==> config.mk <==
export PLATFORM = sky130hd
export DESIGN_NAME = tw_host
export DESIGN_NICKNAME = d
export VERILOG_FILES = /design/src/tw_host_pkg.sv /design/src/tw_pin_sync.sv /design/src/tw_host.sv
export SDC_FILE = /design/constraint.sdc
export NUM_CORES = 1
export LEC_CHECK = 0
export ABC_AREA = 0
export ABC_CLOCK_PERIOD_IN_PS = 11800
export BUFFER_PORTS_ARGS = -buffer_cell sky130_fd_sc_hd__clkbuf_2
export CAP_MARGIN = 5
export CORE_ASPECT_RATIO = 2
export CORE_UTILIZATION = 35
export DETAILED_ROUTE_END_ITERATION = 7
export SYNTH_ARGS = -nofsm -noshare
export SYNTH_HDL_FRONTEND = slang
export SYNTH_HIERARCHICAL = 1
export SYNTH_SLANG_ARGS = --single-unit
export TNS_END_PERCENT = 5
==> constraint.sdc <==
create_clock -name CORE_CLK_IN -period 11.8 [get_ports CORE_CLK_IN]
set_input_delay 1.77 -clock CORE_CLK_IN [delete_from_list [all_inputs] [get_ports CORE_CLK_IN]]
set_output_delay 1.77 -clock CORE_CLK_IN [all_outputs]
set_load 0.005 [all_outputs]
==> src/tw_host_pkg.sv <==
// Constants for the two-wire host controller of a clock/calendar slave.
// Assumes a 100 MHz core clock and an APB master on the register side.
package tw_host_pkg;
    // ----------------------------------------
    // Register map of the controller (APB)
    // ----------------------------------------
    localparam logic [7:0] CTRL_OFS    = 8'h00;
    localparam logic [7:0] ADDR_OFS    = 8'h04;
    localparam logic [7:0] TXDATA_OFS  = 8'h08;
    localparam logic [7:0] STATUS_OFS  = 8'h0c;
    localparam logic [7:0] RXDATA_OFS  = 8'h10;
    localparam logic [7:0] DIV_OFS     = 8'h14;
    // CTRL fields
    localparam int CTRL_GO_BIT    = 0;
    localparam int CTRL_RD_BIT    = 1;
    localparam int CTRL_CCR_BIT   = 2;
    localparam int CTRL_NOADR_BIT = 3;
    localparam int CTRL_LEN_LSB   = 4;
    localparam int CTRL_LEN_W     = 3;
    localparam int CTRL_NOSTP_BIT = 7;
    // STATUS fields
    localparam int STAT_BUSY_BIT  = 0;
    localparam int STAT_NACK_BIT  = 1;
    localparam int STAT_DONE_BIT  = 2;
    // ----------------------------------------
    // Slave byte and status register values
    // ----------------------------------------
    localparam logic [3:0] ID_ARRAY    = 4'ha;
    localparam logic [3:0] ID_CCR      = 4'hd;
    localparam logic [2:0] SEL_BITS    = 3'h7;
    localparam logic [15:0] STATUS_REG_ADDR = 16'h003f;
    localparam logic [7:0] SR_SET_WEL  = 8'h02;
    localparam logic [7:0] SR_SET_REGISTER_WRITE_LATCH = 8'h06;
    localparam logic [7:0] SR_CLEAR    = 8'h00;
    localparam int MAX_LEN = 8;
    // ----------------------------------------
    // Timing
    // ----------------------------------------
    localparam int CLK_MHZ = 100;
    localparam logic [15:0] DIV_RESET = 16'd63;  // Quarter bit of about 400 kHz
    localparam int NV_WRITE_MS = 10;
    localparam int NV_WRITE_CYC = NV_WRITE_MS * 1000 * CLK_MHZ;
endpackage

==> src/tw_pin_sync.sv <==
// Three-stage synchroniser with agreement filter for one bus pin.
// Assumes the pin is asynchronous to CORE_CLK_IN.
`timescale 1ns/1ps
module tw_pin_sync (
    input  wire logic clk_in,
    input  wire logic rst_in,
    input  wire logic pin_in,
    output logic      level_out
);
    logic s1_ff;
    logic s2_ff;
    logic s3_ff;
    // A change counts once stages two and three agree
    always_ff @(posedge clk_in or posedge rst_in) begin
        if (rst_in) begin
            s1_ff     <= 1'b1;
            s2_ff     <= 1'b1;
            s3_ff     <= 1'b1;
            level_out <= 1'b1;
        end else begin
            s1_ff <= pin_in;
            s2_ff <= s1_ff;
            s3_ff <= s2_ff;
            if (s2_ff == s3_ff) begin
                level_out <= s3_ff;
            end
        end
    end
endmodule // tw_pin_sync

==> src/tw_host.sv <==
// Two-wire bus master for a clock/calendar slave, ordered over APB.
// Assumes open-drain SCL/SDA with external pull-ups; pins resolved by the bench.
//
// Overview of operation
// RQ1: Enable step one writes 02h to the status register, own transfer.
// RQ2: Enable step two writes 06h to the status register, own transfer.
// RQ3: Then one to eight bytes to control space, slave byte 11011110, stop.
// RQ4: Device runs a nonvolatile write up to 10 ms after that.
// RQ5: Device discards writes to undefined control space locations.
// RQ6: Device clears register write latch when nonvolatile write ends.
// RQ7: Aborted control write leaves register write latch set.
// RQ8: Writing zero to status register clears both latches.
// RQ9: Reads between sequence steps leave latches and progress unchanged.
// RQ10: Only the master starts transfers and drives the serial clock.
// RQ11: SDA changes only while SCL low, except start and stop.
// RQ12: Device ignores traffic until it sees a start condition.
// RQ13: Every transfer ends in a stop after the transmitter releases SDA; the host sends none when CTRL_NOSTP_BIT is set.
// RQ14: After eight bits the transmitter releases SDA; receiver acks ninth clock.
// RQ15: Device nacks bad slave byte, writes with latch clear, second status byte.
// RQ16: Read bytes continue on ack; master nacks last then stops.
// RQ17: Upper slave nibble 1010 selects array, 1101 control space.
// RQ18: Slave bits 3 to 1 are 111; bit 0 set means read.
// RQ19: Device acks only slave bytes matching 1010111 or 1101111.
// RQ20: Two-byte word address follows slave byte, or internal counter used.
// RQ21: Random read repeats the same slave byte in dummy write and read.
// RQ22: First address byte holds bits 14..8, top zero; MSB first.
// RQ23: Device withholds ack during a nonvolatile write cycle.
// RQ24: Status register at 003Fh; bit 2 register latch, bit 1 enable latch.
// RQ25: Pins are synchronised and filtered into the core clock domain.
//
// Added by the designer: the address map and the APB slave port.
`timescale 1ns/1ps
module tw_host (
    input  wire logic        CORE_CLK_IN,
    input  wire logic        RESET_IN,
    input  wire logic        PSEL_IN,
    input  wire logic        PENABLE_IN,
    input  wire logic        PWRITE_IN,
    input  wire logic [7:0]  PADDR_IN,
    input  wire logic [31:0] PWDATA_IN,
    output logic      [31:0] PRDATA_OUT,
    output logic             PREADY_OUT,
    output logic             PSLVERR_OUT,
    input  wire logic        SCL_IN,
    output logic             SCL_OUT,
    output logic             SCL_OE_OUT,
    input  wire logic        SDA_IN,
    output logic             SDA_OUT,
    output logic             SDA_OE_OUT
);
    // ----------------------------------------
    // Types and state
    // ----------------------------------------
    typedef enum {ST_IDLE, ST_START, ST_BIT, ST_ACK, ST_RSTART, ST_STOP} state_e;
    typedef enum {PH_SLAVE, PH_AHI, PH_ALO, PH_WDATA, PH_RSLAVE, PH_RDATA} phase_e;

    state_e            state_ff;
    phase_e            phase_ff;
    logic [1:0]        quarter_ff;
    logic [15:0]       tick_cnt_ff;
    logic [15:0]       div_ff;
    logic [3:0]        bit_cnt_ff;
    logic [7:0]        shift_ff;
    logic [7:0]        ctrl_ff;
    logic [15:0]       word_addr_ff;
    logic [7:0]        txdata_ff [tw_host_pkg::MAX_LEN];
    logic [7:0]        rxdata_ff [tw_host_pkg::MAX_LEN];
    logic [2:0]        byte_idx_ff;
    logic              busy_ff;
    logic              nack_ff;
    logic              done_ff;
    logic              scl_s;
    logic              sda_s;

    // ----------------------------------------
    // Pin synchronisers
    // ----------------------------------------
    tw_pin_sync u_scl_sync (.clk_in(CORE_CLK_IN), .rst_in(RESET_IN), .pin_in(SCL_IN),
                            .level_out(scl_s));  // RQ25
    tw_pin_sync u_sda_sync (.clk_in(CORE_CLK_IN), .rst_in(RESET_IN), .pin_in(SDA_IN),
                            .level_out(sda_s));  // RQ25

    // ----------------------------------------
    // Decode
    // ----------------------------------------
    wire       apb_acc   = PSEL_IN && PENABLE_IN;
    wire       apb_wr    = apb_acc && PWRITE_IN;
    wire       wr_ctrl   = apb_wr && (PADDR_IN == tw_host_pkg::CTRL_OFS);
    wire       wr_addr   = apb_wr && (PADDR_IN == tw_host_pkg::ADDR_OFS);
    wire       wr_div    = apb_wr && (PADDR_IN == tw_host_pkg::DIV_OFS);
    wire       addr_ok   = (PADDR_IN == tw_host_pkg::CTRL_OFS) ||
                           (PADDR_IN == tw_host_pkg::ADDR_OFS) ||
                           (PADDR_IN == tw_host_pkg::TXDATA_OFS) ||
                           (PADDR_IN == tw_host_pkg::STATUS_OFS) ||
                           (PADDR_IN == tw_host_pkg::RXDATA_OFS) ||
                           (PADDR_IN == tw_host_pkg::DIV_OFS);
    wire       start_req = wr_ctrl && PWDATA_IN[tw_host_pkg::CTRL_GO_BIT] && !busy_ff;
    wire       is_rd     = ctrl_ff[tw_host_pkg::CTRL_RD_BIT];
    wire       no_addr   = ctrl_ff[tw_host_pkg::CTRL_NOADR_BIT];
    wire       no_stop   = ctrl_ff[tw_host_pkg::CTRL_NOSTP_BIT];
    wire [2:0] last_idx  = ctrl_ff[tw_host_pkg::CTRL_LEN_LSB +: tw_host_pkg::CTRL_LEN_W];
    // RQ17 RQ18 RQ19 RQ21: same identifier in write and read phases
    wire [3:0] ident     = ctrl_ff[tw_host_pkg::CTRL_CCR_BIT] ? tw_host_pkg::ID_CCR
                                                              : tw_host_pkg::ID_ARRAY;
    wire [7:0] slave_wr  = {ident, tw_host_pkg::SEL_BITS, 1'b0};  // RQ1 RQ2 RQ3
    wire [7:0] slave_rd  = {ident, tw_host_pkg::SEL_BITS, 1'b1};
    wire       tick      = (tick_cnt_ff == div_ff);
    wire       last_byte = (byte_idx_ff == last_idx);
    // TX data lane: TXDATA offset plus index in PWDATA[10:8]
    wire       wr_txd    = apb_wr && (PADDR_IN == tw_host_pkg::TXDATA_OFS);
    wire [2:0] tx_sel    = PWDATA_IN[10:8];
    wire [2:0] rx_sel    = last_idx;
    wire [7:0] rx_rd     = rxdata_ff[rx_sel];

    // ----------------------------------------
    // APB slave, zero wait states
    // ----------------------------------------
    always_ff @(posedge CORE_CLK_IN or posedge RESET_IN) begin
        if (RESET_IN) begin
            PRDATA_OUT  <= 32'h0;
            PREADY_OUT  <= 1'b0;
            PSLVERR_OUT <= 1'b0;
        end else begin
            PREADY_OUT  <= PSEL_IN && !PENABLE_IN;
            PSLVERR_OUT <= PSEL_IN && !PENABLE_IN && !addr_ok;
            case (PADDR_IN)
                tw_host_pkg::CTRL_OFS:   PRDATA_OUT <= {24'h0, ctrl_ff};
                tw_host_pkg::ADDR_OFS:   PRDATA_OUT <= {16'h0, word_addr_ff};
                tw_host_pkg::STATUS_OFS: PRDATA_OUT <= {29'h0, done_ff, nack_ff, busy_ff};
                tw_host_pkg::RXDATA_OFS: PRDATA_OUT <= {rxdata_ff[3], rxdata_ff[2],
                                                        rxdata_ff[1], rxdata_ff[0]};
                tw_host_pkg::DIV_OFS:    PRDATA_OUT <= {16'h0, div_ff};
                default:                 PRDATA_OUT <= {24'h0, rx_rd};
            endcase
        end
    end

    always_ff @(posedge CORE_CLK_IN or posedge RESET_IN) begin
        if (RESET_IN) begin
            ctrl_ff      <= 8'h0;
            word_addr_ff <= 16'h0;
            div_ff       <= tw_host_pkg::DIV_RESET;
        end else begin
            if (wr_ctrl && !busy_ff) begin
                ctrl_ff <= PWDATA_IN[7:0];
            end
            if (wr_addr && !busy_ff) begin
                word_addr_ff <= {1'b0, PWDATA_IN[14:0]};  // RQ22
            end
            if (wr_div && !busy_ff && (PWDATA_IN[15:0] != 16'h0)) begin
                div_ff <= PWDATA_IN[15:0];
            end
        end
    end

    // Transmit buffer, one byte per index
    generate
        for (genvar g = 0; g < tw_host_pkg::MAX_LEN; g++) begin : g_tx
            always_ff @(posedge CORE_CLK_IN or posedge RESET_IN) begin
                if (RESET_IN) begin
                    txdata_ff[g] <= 8'h0;
                end else if (wr_txd && !busy_ff && (tx_sel == 3'(g))) begin
                    txdata_ff[g] <= PWDATA_IN[7:0];
                end
            end
        end
    endgenerate

    // ----------------------------------------
    // Quarter-bit timer
    // ----------------------------------------
    always_ff @(posedge CORE_CLK_IN or posedge RESET_IN) begin
        if (RESET_IN) begin
            tick_cnt_ff <= 16'h0;
        end else if (state_ff == ST_IDLE || tick) begin
            tick_cnt_ff <= 16'h0;
        end else begin
            tick_cnt_ff <= tick_cnt_ff + 16'h1;
        end
    end

    // ----------------------------------------
    // Bus sequencer
    // Each bit is four quarters: 0 SCL low set SDA, 1 SCL rise, 2 sample, 3 SCL fall.
    // ----------------------------------------
    wire [7:0] next_tx = (phase_ff == PH_SLAVE)  ? slave_wr :
                         (phase_ff == PH_AHI)    ? word_addr_ff[15:8] :
                         (phase_ff == PH_ALO)    ? word_addr_ff[7:0] :
                         (phase_ff == PH_RSLAVE) ? slave_rd : txdata_ff[byte_idx_ff];
    wire       rx_phase = (phase_ff == PH_RDATA);

    always_ff @(posedge CORE_CLK_IN or posedge RESET_IN) begin
        if (RESET_IN) begin
            state_ff    <= ST_IDLE;
            phase_ff    <= PH_SLAVE;
            quarter_ff  <= 2'd0;
            bit_cnt_ff  <= 4'd0;
            shift_ff    <= 8'h0;
            byte_idx_ff <= 3'd0;
            busy_ff     <= 1'b0;
            nack_ff     <= 1'b0;
            done_ff     <= 1'b0;
            SCL_OUT     <= 1'b1;
            SCL_OE_OUT  <= 1'b0;
            SDA_OUT     <= 1'b1;
            SDA_OE_OUT  <= 1'b0;
            for (int i = 0; i < tw_host_pkg::MAX_LEN; i++) begin
                rxdata_ff[i] <= 8'h0;
            end
        end else begin
            if (wr_ctrl && PWDATA_IN[tw_host_pkg::STAT_DONE_BIT + 8]) begin
                done_ff <= 1'b0;
            end
            case (state_ff)
                ST_IDLE: begin
                    // Held bus after a stop-less transfer: next one opens with a repeated start
                    if (!no_stop) begin
                        SCL_OE_OUT <= 1'b0;
                        SDA_OE_OUT <= 1'b0;
                    end
                    if (start_req) begin  // RQ10
                        busy_ff     <= 1'b1;
                        nack_ff     <= 1'b0;
                        done_ff     <= 1'b0;
                        byte_idx_ff <= 3'd0;
                        quarter_ff  <= 2'd0;
                        phase_ff    <= (PWDATA_IN[tw_host_pkg::CTRL_RD_BIT] &&
                                        PWDATA_IN[tw_host_pkg::CTRL_NOADR_BIT])
                                       ? PH_RSLAVE : PH_SLAVE;  // RQ20
                        state_ff    <= ST_START;
                    end
                end
                ST_START, ST_RSTART: if (tick) begin
                    quarter_ff <= quarter_ff + 2'd1;
                    case (quarter_ff)
                        2'd0: begin SDA_OE_OUT <= 1'b0; SDA_OUT <= 1'b1; end
                        2'd1: SCL_OE_OUT <= 1'b0;
                        // Fall of SDA while SCL high marks the start
                        2'd2: begin SDA_OE_OUT <= 1'b1; SDA_OUT <= 1'b0; end  // RQ11 RQ12
                        default: begin
                            SCL_OE_OUT <= 1'b1;
                            SCL_OUT    <= 1'b0;
                            shift_ff   <= next_tx;
                            bit_cnt_ff <= 4'd0;
                            state_ff   <= ST_BIT;
                        end
                    endcase
                end
                ST_BIT: if (tick) begin
                    quarter_ff <= quarter_ff + 2'd1;
                    case (quarter_ff)
                        2'd0: begin  // RQ11 RQ22: change SDA only with SCL low, MSB first
                            SDA_OE_OUT <= !rx_phase && !shift_ff[7];
                            SDA_OUT    <= 1'b0;
                        end
                        2'd1: SCL_OE_OUT <= 1'b0;
                        2'd2: if (scl_s) begin
                            shift_ff <= {shift_ff[6:0], sda_s};
                        end else begin
                            quarter_ff <= 2'd2;  // Wait while slave stretches clock
                        end
                        default: begin
                            SCL_OE_OUT <= 1'b1;
                            bit_cnt_ff <= bit_cnt_ff + 4'd1;
                            if (bit_cnt_ff == 4'd7) begin
                                state_ff <= ST_ACK;
                            end
                        end
                    endcase
                end
                ST_ACK: if (tick) begin
                    quarter_ff <= quarter_ff + 2'd1;
                    case (quarter_ff)
                        2'd0: begin  // RQ14 RQ16: release on write, ack reads unless last
                            SDA_OE_OUT <= rx_phase && !last_byte;
                            SDA_OUT    <= 1'b0;
                            if (rx_phase) begin
                                rxdata_ff[byte_idx_ff] <= shift_ff;
                            end
                        end
                        2'd1: SCL_OE_OUT <= 1'b0;
                        2'd2: if (scl_s) begin
                            if (!rx_phase && sda_s) begin  // RQ15 RQ23
                                nack_ff <= 1'b1;
                            end
                        end else begin
                            quarter_ff <= 2'd2;
                        end
                        default: begin
                            SCL_OE_OUT <= 1'b1;
                            bit_cnt_ff <= 4'd0;
                            state_ff   <= ST_BIT;
                            if (nack_ff) begin
                                state_ff <= ST_STOP;
                            end else begin
                                case (phase_ff)
                                    PH_SLAVE: begin
                                        phase_ff <= PH_AHI;
                                        shift_ff <= word_addr_ff[15:8];
                                    end
                                    PH_AHI: begin
                                        phase_ff <= PH_ALO;
                                        shift_ff <= word_addr_ff[7:0];
                                    end
                                    PH_ALO: if (is_rd) begin  // RQ21 repeated start
                                        phase_ff <= PH_RSLAVE;
                                        state_ff <= ST_RSTART;
                                    end else begin
                                        phase_ff <= PH_WDATA;
                                        shift_ff <= txdata_ff[0];
                                    end
                                    PH_RSLAVE: phase_ff <= PH_RDATA;
                                    default: if (last_byte) begin  // RQ3: one to eight bytes
                                        state_ff <= ST_STOP;
                                    end else begin
                                        byte_idx_ff <= byte_idx_ff + 3'd1;
                                        shift_ff    <= txdata_ff[byte_idx_ff + 3'd1];
                                    end
                                endcase
                            end
                        end
                    endcase
                end
                ST_STOP: if (tick) begin
                    quarter_ff <= quarter_ff + 2'd1;
                    case (quarter_ff)
                        2'd0: begin SDA_OE_OUT <= 1'b1; SDA_OUT <= 1'b0; end
                        // SCL kept low when the stop is suppressed, so no stop can form
                        2'd1: SCL_OE_OUT <= no_stop;
                        // RQ13: SDA rises with SCL high; optional hold-off for chained use
                        2'd2: if (!no_stop) begin
                            SDA_OE_OUT <= 1'b0;
                        end
                        default: begin
                            busy_ff  <= 1'b0;
                            done_ff  <= 1'b1;
                            state_ff <= ST_IDLE;
                        end
                    endcase
                end
                default: state_ff <= ST_IDLE;
            endcase
        end
    end
endmodule // tw_host

# After elaboration in Yosys (flattened, before gate mapping)

Cells that the tools add are included.

Flip-flop bits (word level): 313
Bits in latches: 0
Memory bits (writable): 0
Memory bits (read-only): 0
Input port bits: 47
Output and inout bits: 38
Memories: 0

Add/sub/neg operators: 4
$mul: 0
Divide/modulo/power cells: 0
Magnitude comparators: 4
Equal/unequal tests: 67
Shift-type cells: 0
Multiplexer cells: 108
Bitwise operators: 4
Reduce and logical (&&, ||, !) cells: 80

Operator list:

| operator                                                                | number |
|---|---|
| 32-bit two-way mux                                                      | 14 |
| 32-bit case mux with 5 select lines                                     | 2 |
| 8-bit two-way mux                                                       | 21 |
| 32-bit by 2-bit equality test with 1-bit output (second input constant) | 4 |
| 32-bit by 3-bit equality test with 1-bit output (second input constant) | 4 |
| 32-bit logical NOT                                                      | 4 |
| 32-bit case mux with 4 select lines                                     | 1 |
| 8-bit binary-select mux with 3-bit select                               | 3 |
| 64-bit bitwise mux                                                      | 1 |
| 32-bit by 1-bit equality test with 1-bit output (second input constant) | 2 |
| 32-bit by 4-bit equality test with 1-bit output (second input constant) | 2 |
| 32-bit case mux with 2 select lines                                     | 1 |
| 2-bit != test (second input constant)                                   | 22 |
| 3-bit two-way mux                                                       | 12 |
| 8-bit case mux with 4 select lines                                      | 1 |
| 1-bit logical AND                                                       | 29 |
| 1-bit two-way mux                                                       | 26 |
| 8-bit demux with 3-bit select                                           | 1 |
| 8-bit case mux with 3 select lines                                      | 1 |
| 2-bit by 1-bit != test with 1-bit output (second input constant)        | 9 |
| 6-bit AND reduction                                                     | 3 |
| 16-bit by 1-bit adder with 16-bit output (second input constant)        | 1 |
| 16-bit equality test                                                    | 1 |
| 8-bit by 4-bit equality test with 1-bit output (second input constant)  | 2 |
| 48 further kinds                                                        | 100 |

# Depth between registers and ports, before layout

Depth after elaboration: 11
Mapped depth: 9
Mapped depth without buffers: 8

# Cells and area by module

The synthesis kept the hierarchy.

By module, submodules not included:

| module      | instances | cells an instance | area an instance (sq um) |
|---|---|---|---|
| tw_host     | 1         | 1,083             | 12,921.1 |
| tw_pin_sync | 2         | 6                 | 120.1 |

# Least setup slack after synthesis

Ideal clock, no wire load.

Path kind: input to register
From: input port PADDR_IN[1]
To: register txdata_ff[24] in the netlist's numbering
Setup time: 0.125 ns
Data arrival time: 3.512 ns
Data required time: 11.675 ns
Slack: 8.163 ns
Stages: 7
Path through: or3_4 nor2_2 nand4_1 or2_2 buf_2 nor3_4 mux2_2

Longest elaborated chain between the ends: 4

RTL lines:

| what                                           | RTL line       | text |
|---|---|---|
| start, declared                                | tw_host.sv:39  | `input wire logic [7:0] PADDR_IN,` |
| 8-bit by 4-bit equality test with 1-bit output | tw_host.sv:110 | `wire wr_txd = apb_wr && (PADDR_IN == tw_host_pkg::TXDATA_OFS);` |
| 1-bit logical AND                              | tw_host.sv:110 |  |
| 1-bit logical AND (2 in series)                | tw_host.sv:162 | `end else if (wr_txd && !busy_ff && (tx_sel == 3'(g))) begin` |
| end signal, assigned by index                  | tw_host.sv:163 | `txdata_ff[g] <= PWDATA_IN[7:0];` |
| end, declared                                  | tw_host.sv:66  | `logic [7:0] txdata_ff [tw_host_pkg::MAX_LEN];` |

Every way passes these cells.
A chain may end at the register's enable or synchronous reset.

# Final worst setup path

From: input port PENABLE_IN
To: register txdata_ff[55] in the netlist's numbering

Longest elaborated chain between the ends: 5

RTL lines:

| what                            | RTL line       | text |
|---|---|---|
| start, declared                 | tw_host.sv:37  | `input wire logic PENABLE_IN,` |
| 1-bit logical AND               | tw_host.sv:86  | `wire apb_acc = PSEL_IN && PENABLE_IN;` |
| 1-bit logical AND               | tw_host.sv:87  | `wire apb_wr = apb_acc && PWRITE_IN;` |
| 1-bit logical AND               | tw_host.sv:110 |  |
| 1-bit logical AND (2 in series) | tw_host.sv:162 |  |

Every way passes these cells.

==> impl_results.md <==
- Status: finished with violations
- Violated checks: design-rule violations
- Vias in the first global route: 9,763
- CTS root buf: clkbuf_16
- CP Class: input port to flip-flop
- Via Count: about 9,000
- CTS sink cnt: about 260
- Die Span Y: about 280 um
- Reg2reg start: byte_idx_ff[0]
- CP Launch Type: input port
- Gr usage total: approximately 20%
- CTS tree: built
- Die W: 139 um
- TNS Setup: 0 ns
- Yosys warnings: 6
- Most common cell after layout, fill and taps aside: dfrtp_1
- # Max-Cap Violations: 0
- Hpwl dp: 28.5 mm
- Max FO, Critical Path: 8
- RSZ-0062 raised after global routing: false
- Layout cells sized above 1: 34.2%
- R2R setup slack: 8.28 ns
- Initial Util: about 35%
- Final Skew: 0.0150 ns
- CTS clock-pin slew for the worst setup and hold paths: 0.06 ns
- Crit path DAT: 4.23 ns
- Bufs and invs on worst path: 1
- Critical Path Max Stage Delay: approximately 0.60 ns
- CTS max path bufs: 3
- Final hold viol count: 0
- Met2 track demand over resource: 39.2%
- Met3 GRT Util: 1.99%
- Final setup violating endpoints: 0
- Slew HR: 29.7%
- Clock Latency Late Sink: 0.55 ns
- Crit. End Element: flip-flop
- Dominant synthesized flop cell: dfrtp_1
- Distinct cells, synth: 79
- I/O pins: 85
- Final Cycle Share: 32.1%
- Grt ovf: 0
- FF+latch count, synth: 255
- NumNets Final: approximately 1,200
- Largest net degree at the start of global routing: ~120
- CTS Buf Count: 23
- Initial antenna violation count: 0
- Post_cts resized: 0
- Min cycle time layout: ~3.8 ns
- Met1 usage: 19.8%
- Hold_sp: u_scl_sync/s1_ff
- Global placement routability congestion: 0.914
- Syn Std Cell Area: ~13,000 um^2
- Most frequent cells in the layout: 238 x dfrtp_1, 185 x mux2_2, 72 x nand2_1
- Initial DRC count: approximately 540
- Hold WC Path Type: flip-flop to flip-flop
- Die footprint: 38,400 um^2
- Slew at the pin with the worst max-slew slack: 1.05 ns
- Share of the synthesized area in the top cell type: 45.4%
- Post-CTS Hold Buffers: 0
- Vias/cell: about 5.7
- Top Family by Delay on Critical Path: simple AND/OR/NAND/NOR gates
- Top area cells in the synthesized netlist: dfrtp_1 45%, mux2_2 16%, mux4_2 6.3%, dfstp_2 3.2%, mux2i_1 2.1%
- CP Cell Sequence: clkbuf_2 > nand3_1 > nor2_1 > nand4_1 > nand2b_1 > nor2_2 > mux2_2
- Post-synthesis sequential area ratio: 48.6%
- Final wirelength: 38.5 mm
- First-pass GRT wire length: 59.1 mm
- Core outline area: 37,200 um^2
- Number of diodes: 0
- First drt pass iteration count: 8
- Fmax achieved: 0.264 GHz
- Post-synth EDFFs: 0
- Max-slew violation count: 0
- Worst setup startpoint: PENABLE_IN
- Mapped Nets: ~1,100
- Setup Fix Bufs, Post-CTS: 0
- Pleak: 6.59 nW
- Avg Inst Size Synth: about 12 um^2
- # rows: 100
- Cells after Synth: 1,095
- Post-synth ARST share: 100%
- H-tree levels: 1
- Most used routing layer: met2
- CP required: 12.23 ns
- Port Buffer Count: 68
- Placed Area: 13,900 um^2
- Power density over the cells: about 180 nW/um^2
- Synthesis-to-finish area growth: 11.1%
- DRC Markers: 9
- Cell taking the most area after synthesis: dfrtp_1
- Avg WL per Cell: ~24 um
- VDD IR-drop max: 0.000106 V
- Antenna viol nets, final: 0
- Post-route cell area: 14,600 um^2
- CP max stage cell: nor2_2
[synth_stat cells (all sizes together), types with 4 or more instances]
| library cell | number |
|---|---|
| buf | 28 |
| a32oi | 4 |
| nor2b | 10 |
| a21o | 4 |
| dfrtp | 239 |
| nand2 | 75 |
| a22o | 5 |
| and2 | 18 |
| a21oi | 38 |
| dfstp | 16 |
| a221o | 4 |
| a221oi | 11 |
| mux2i | 28 |
| and3 | 7 |
| ha | 7 |
| clkbuf | 47 |
| a41oi | 4 |
| nor4 | 8 |
| nor2 | 53 |
| a31oi | 6 |
| o22ai | 13 |
| mux4 | 37 |
| nand2b | 13 |
| inv | 19 |
| nand4 | 12 |
| xor2 | 13 |
| or2 | 7 |
| a22oi | 14 |
| xnor2 | 24 |
| nand3 | 27 |
| o31ai | 7 |
| o21ai | 48 |
| mux2 | 189 |
| nor3 | 13 |
[through the flow]
step	hold WS, ns	setup WS [ns]	power (W)	std cells	util [%]
2_1_floorplan	0.345	3.26	0.00163	1095	-
3_3_place_gp	0.346	7.54	0.00188	1559	37.3
3_5_place_dp	0.348	7.52	0.00189	1559	37.3
4_1_cts	0.358	8.06	0.00267	1601	39.4
5_1_grt	0.359	7.99	0.00279	1601	39.4
6_report	0.356	8.01	0.00267	1601	39.4
[path summary, 6_finish.rpt]
check / to / cells after the start
worst min register to register: u_scl_sync/s2_ff / 0
min in group asynchronous: u_sda_sync/s1_ff / 2
worst min-delay path: u_scl_sync/s2_ff / 0
worst max register to register: shift_ff[1] / 7
worst max-delay path: txdata_ff[55] / 7
max in group asynchronous: byte_idx_ff[0] / 3
[state kept, by name, indices dropped and copies added (netlist names), 3 cells and up]
name and count:
PRDATA_OUT 32, tick_cnt_ff 16, word_addr_ff 15, phase_ff 3
ctrl_ff 8, shift_ff 8, txdata_ff 64, state_ff 3
div_ff 16, byte_idx_ff 3, rxdata_ff 64, bit_cnt_ff 4
[cell families (layout without fill, tap and decap cells)]
logic type / after synthesis / after routing / synth area share (%)
AOI/OAI and AO/OA: 189 / 189 / 9.59
xor gates and xnor gates: 37 / 37 / 2.52
adders and majority gates: 10 / 10 / 0.913
buffers and inverters: 94 / 141 / 2.85
DFF: 255 / 255 / 48.6
muxes: 254 / 254 / 24.6
and+or+nand+nor: 256 / 256 / 10.9
[per-layer routing]
layer | up-vias | share of wire, % | wire [um]
li1 | 4096 | - | -
met1 | 4686 | 34 | 13000
met2 | 294 | 55 | 21200
met3 | 119 | 3.5 | 1350
met4 | 0 | 7.8 | 3020
met5 | - | 0 | 0
[worst reg2reg max path, stage by stage, from the launching register on]
cell	delay [ns]
dfrtp_2	0.34
buf_4	0.54
ha_1	0.77
inv_1	0.34
mux4_2	0.52
o41ai_1	0.47
o31ai_1	0.15
mux2_2	0.28
[final cells by class]
class / count / area, um^2
flip-flops and latches: 255 / 6400
multi-input cells: 746 / 6380
repair buffers: 80 / 430
well taps: 459 / 574
fillers: 3533 / 22500
inverters: 19 / 78.8
clock inverters: 11 / 151
clock buffers: 31 / 606
[power by group]
| group | switching, W | internal (W) |
|---|---|---|
| Combinational | 0.000526 | 0.000295 |
| Sequential | 0.000126 | 0.000940 |
| Clock | 0.000350 | 0.000432 |
| Total | 0.00100 | 0.00167 |
Power figures use the tool's default switching activity.
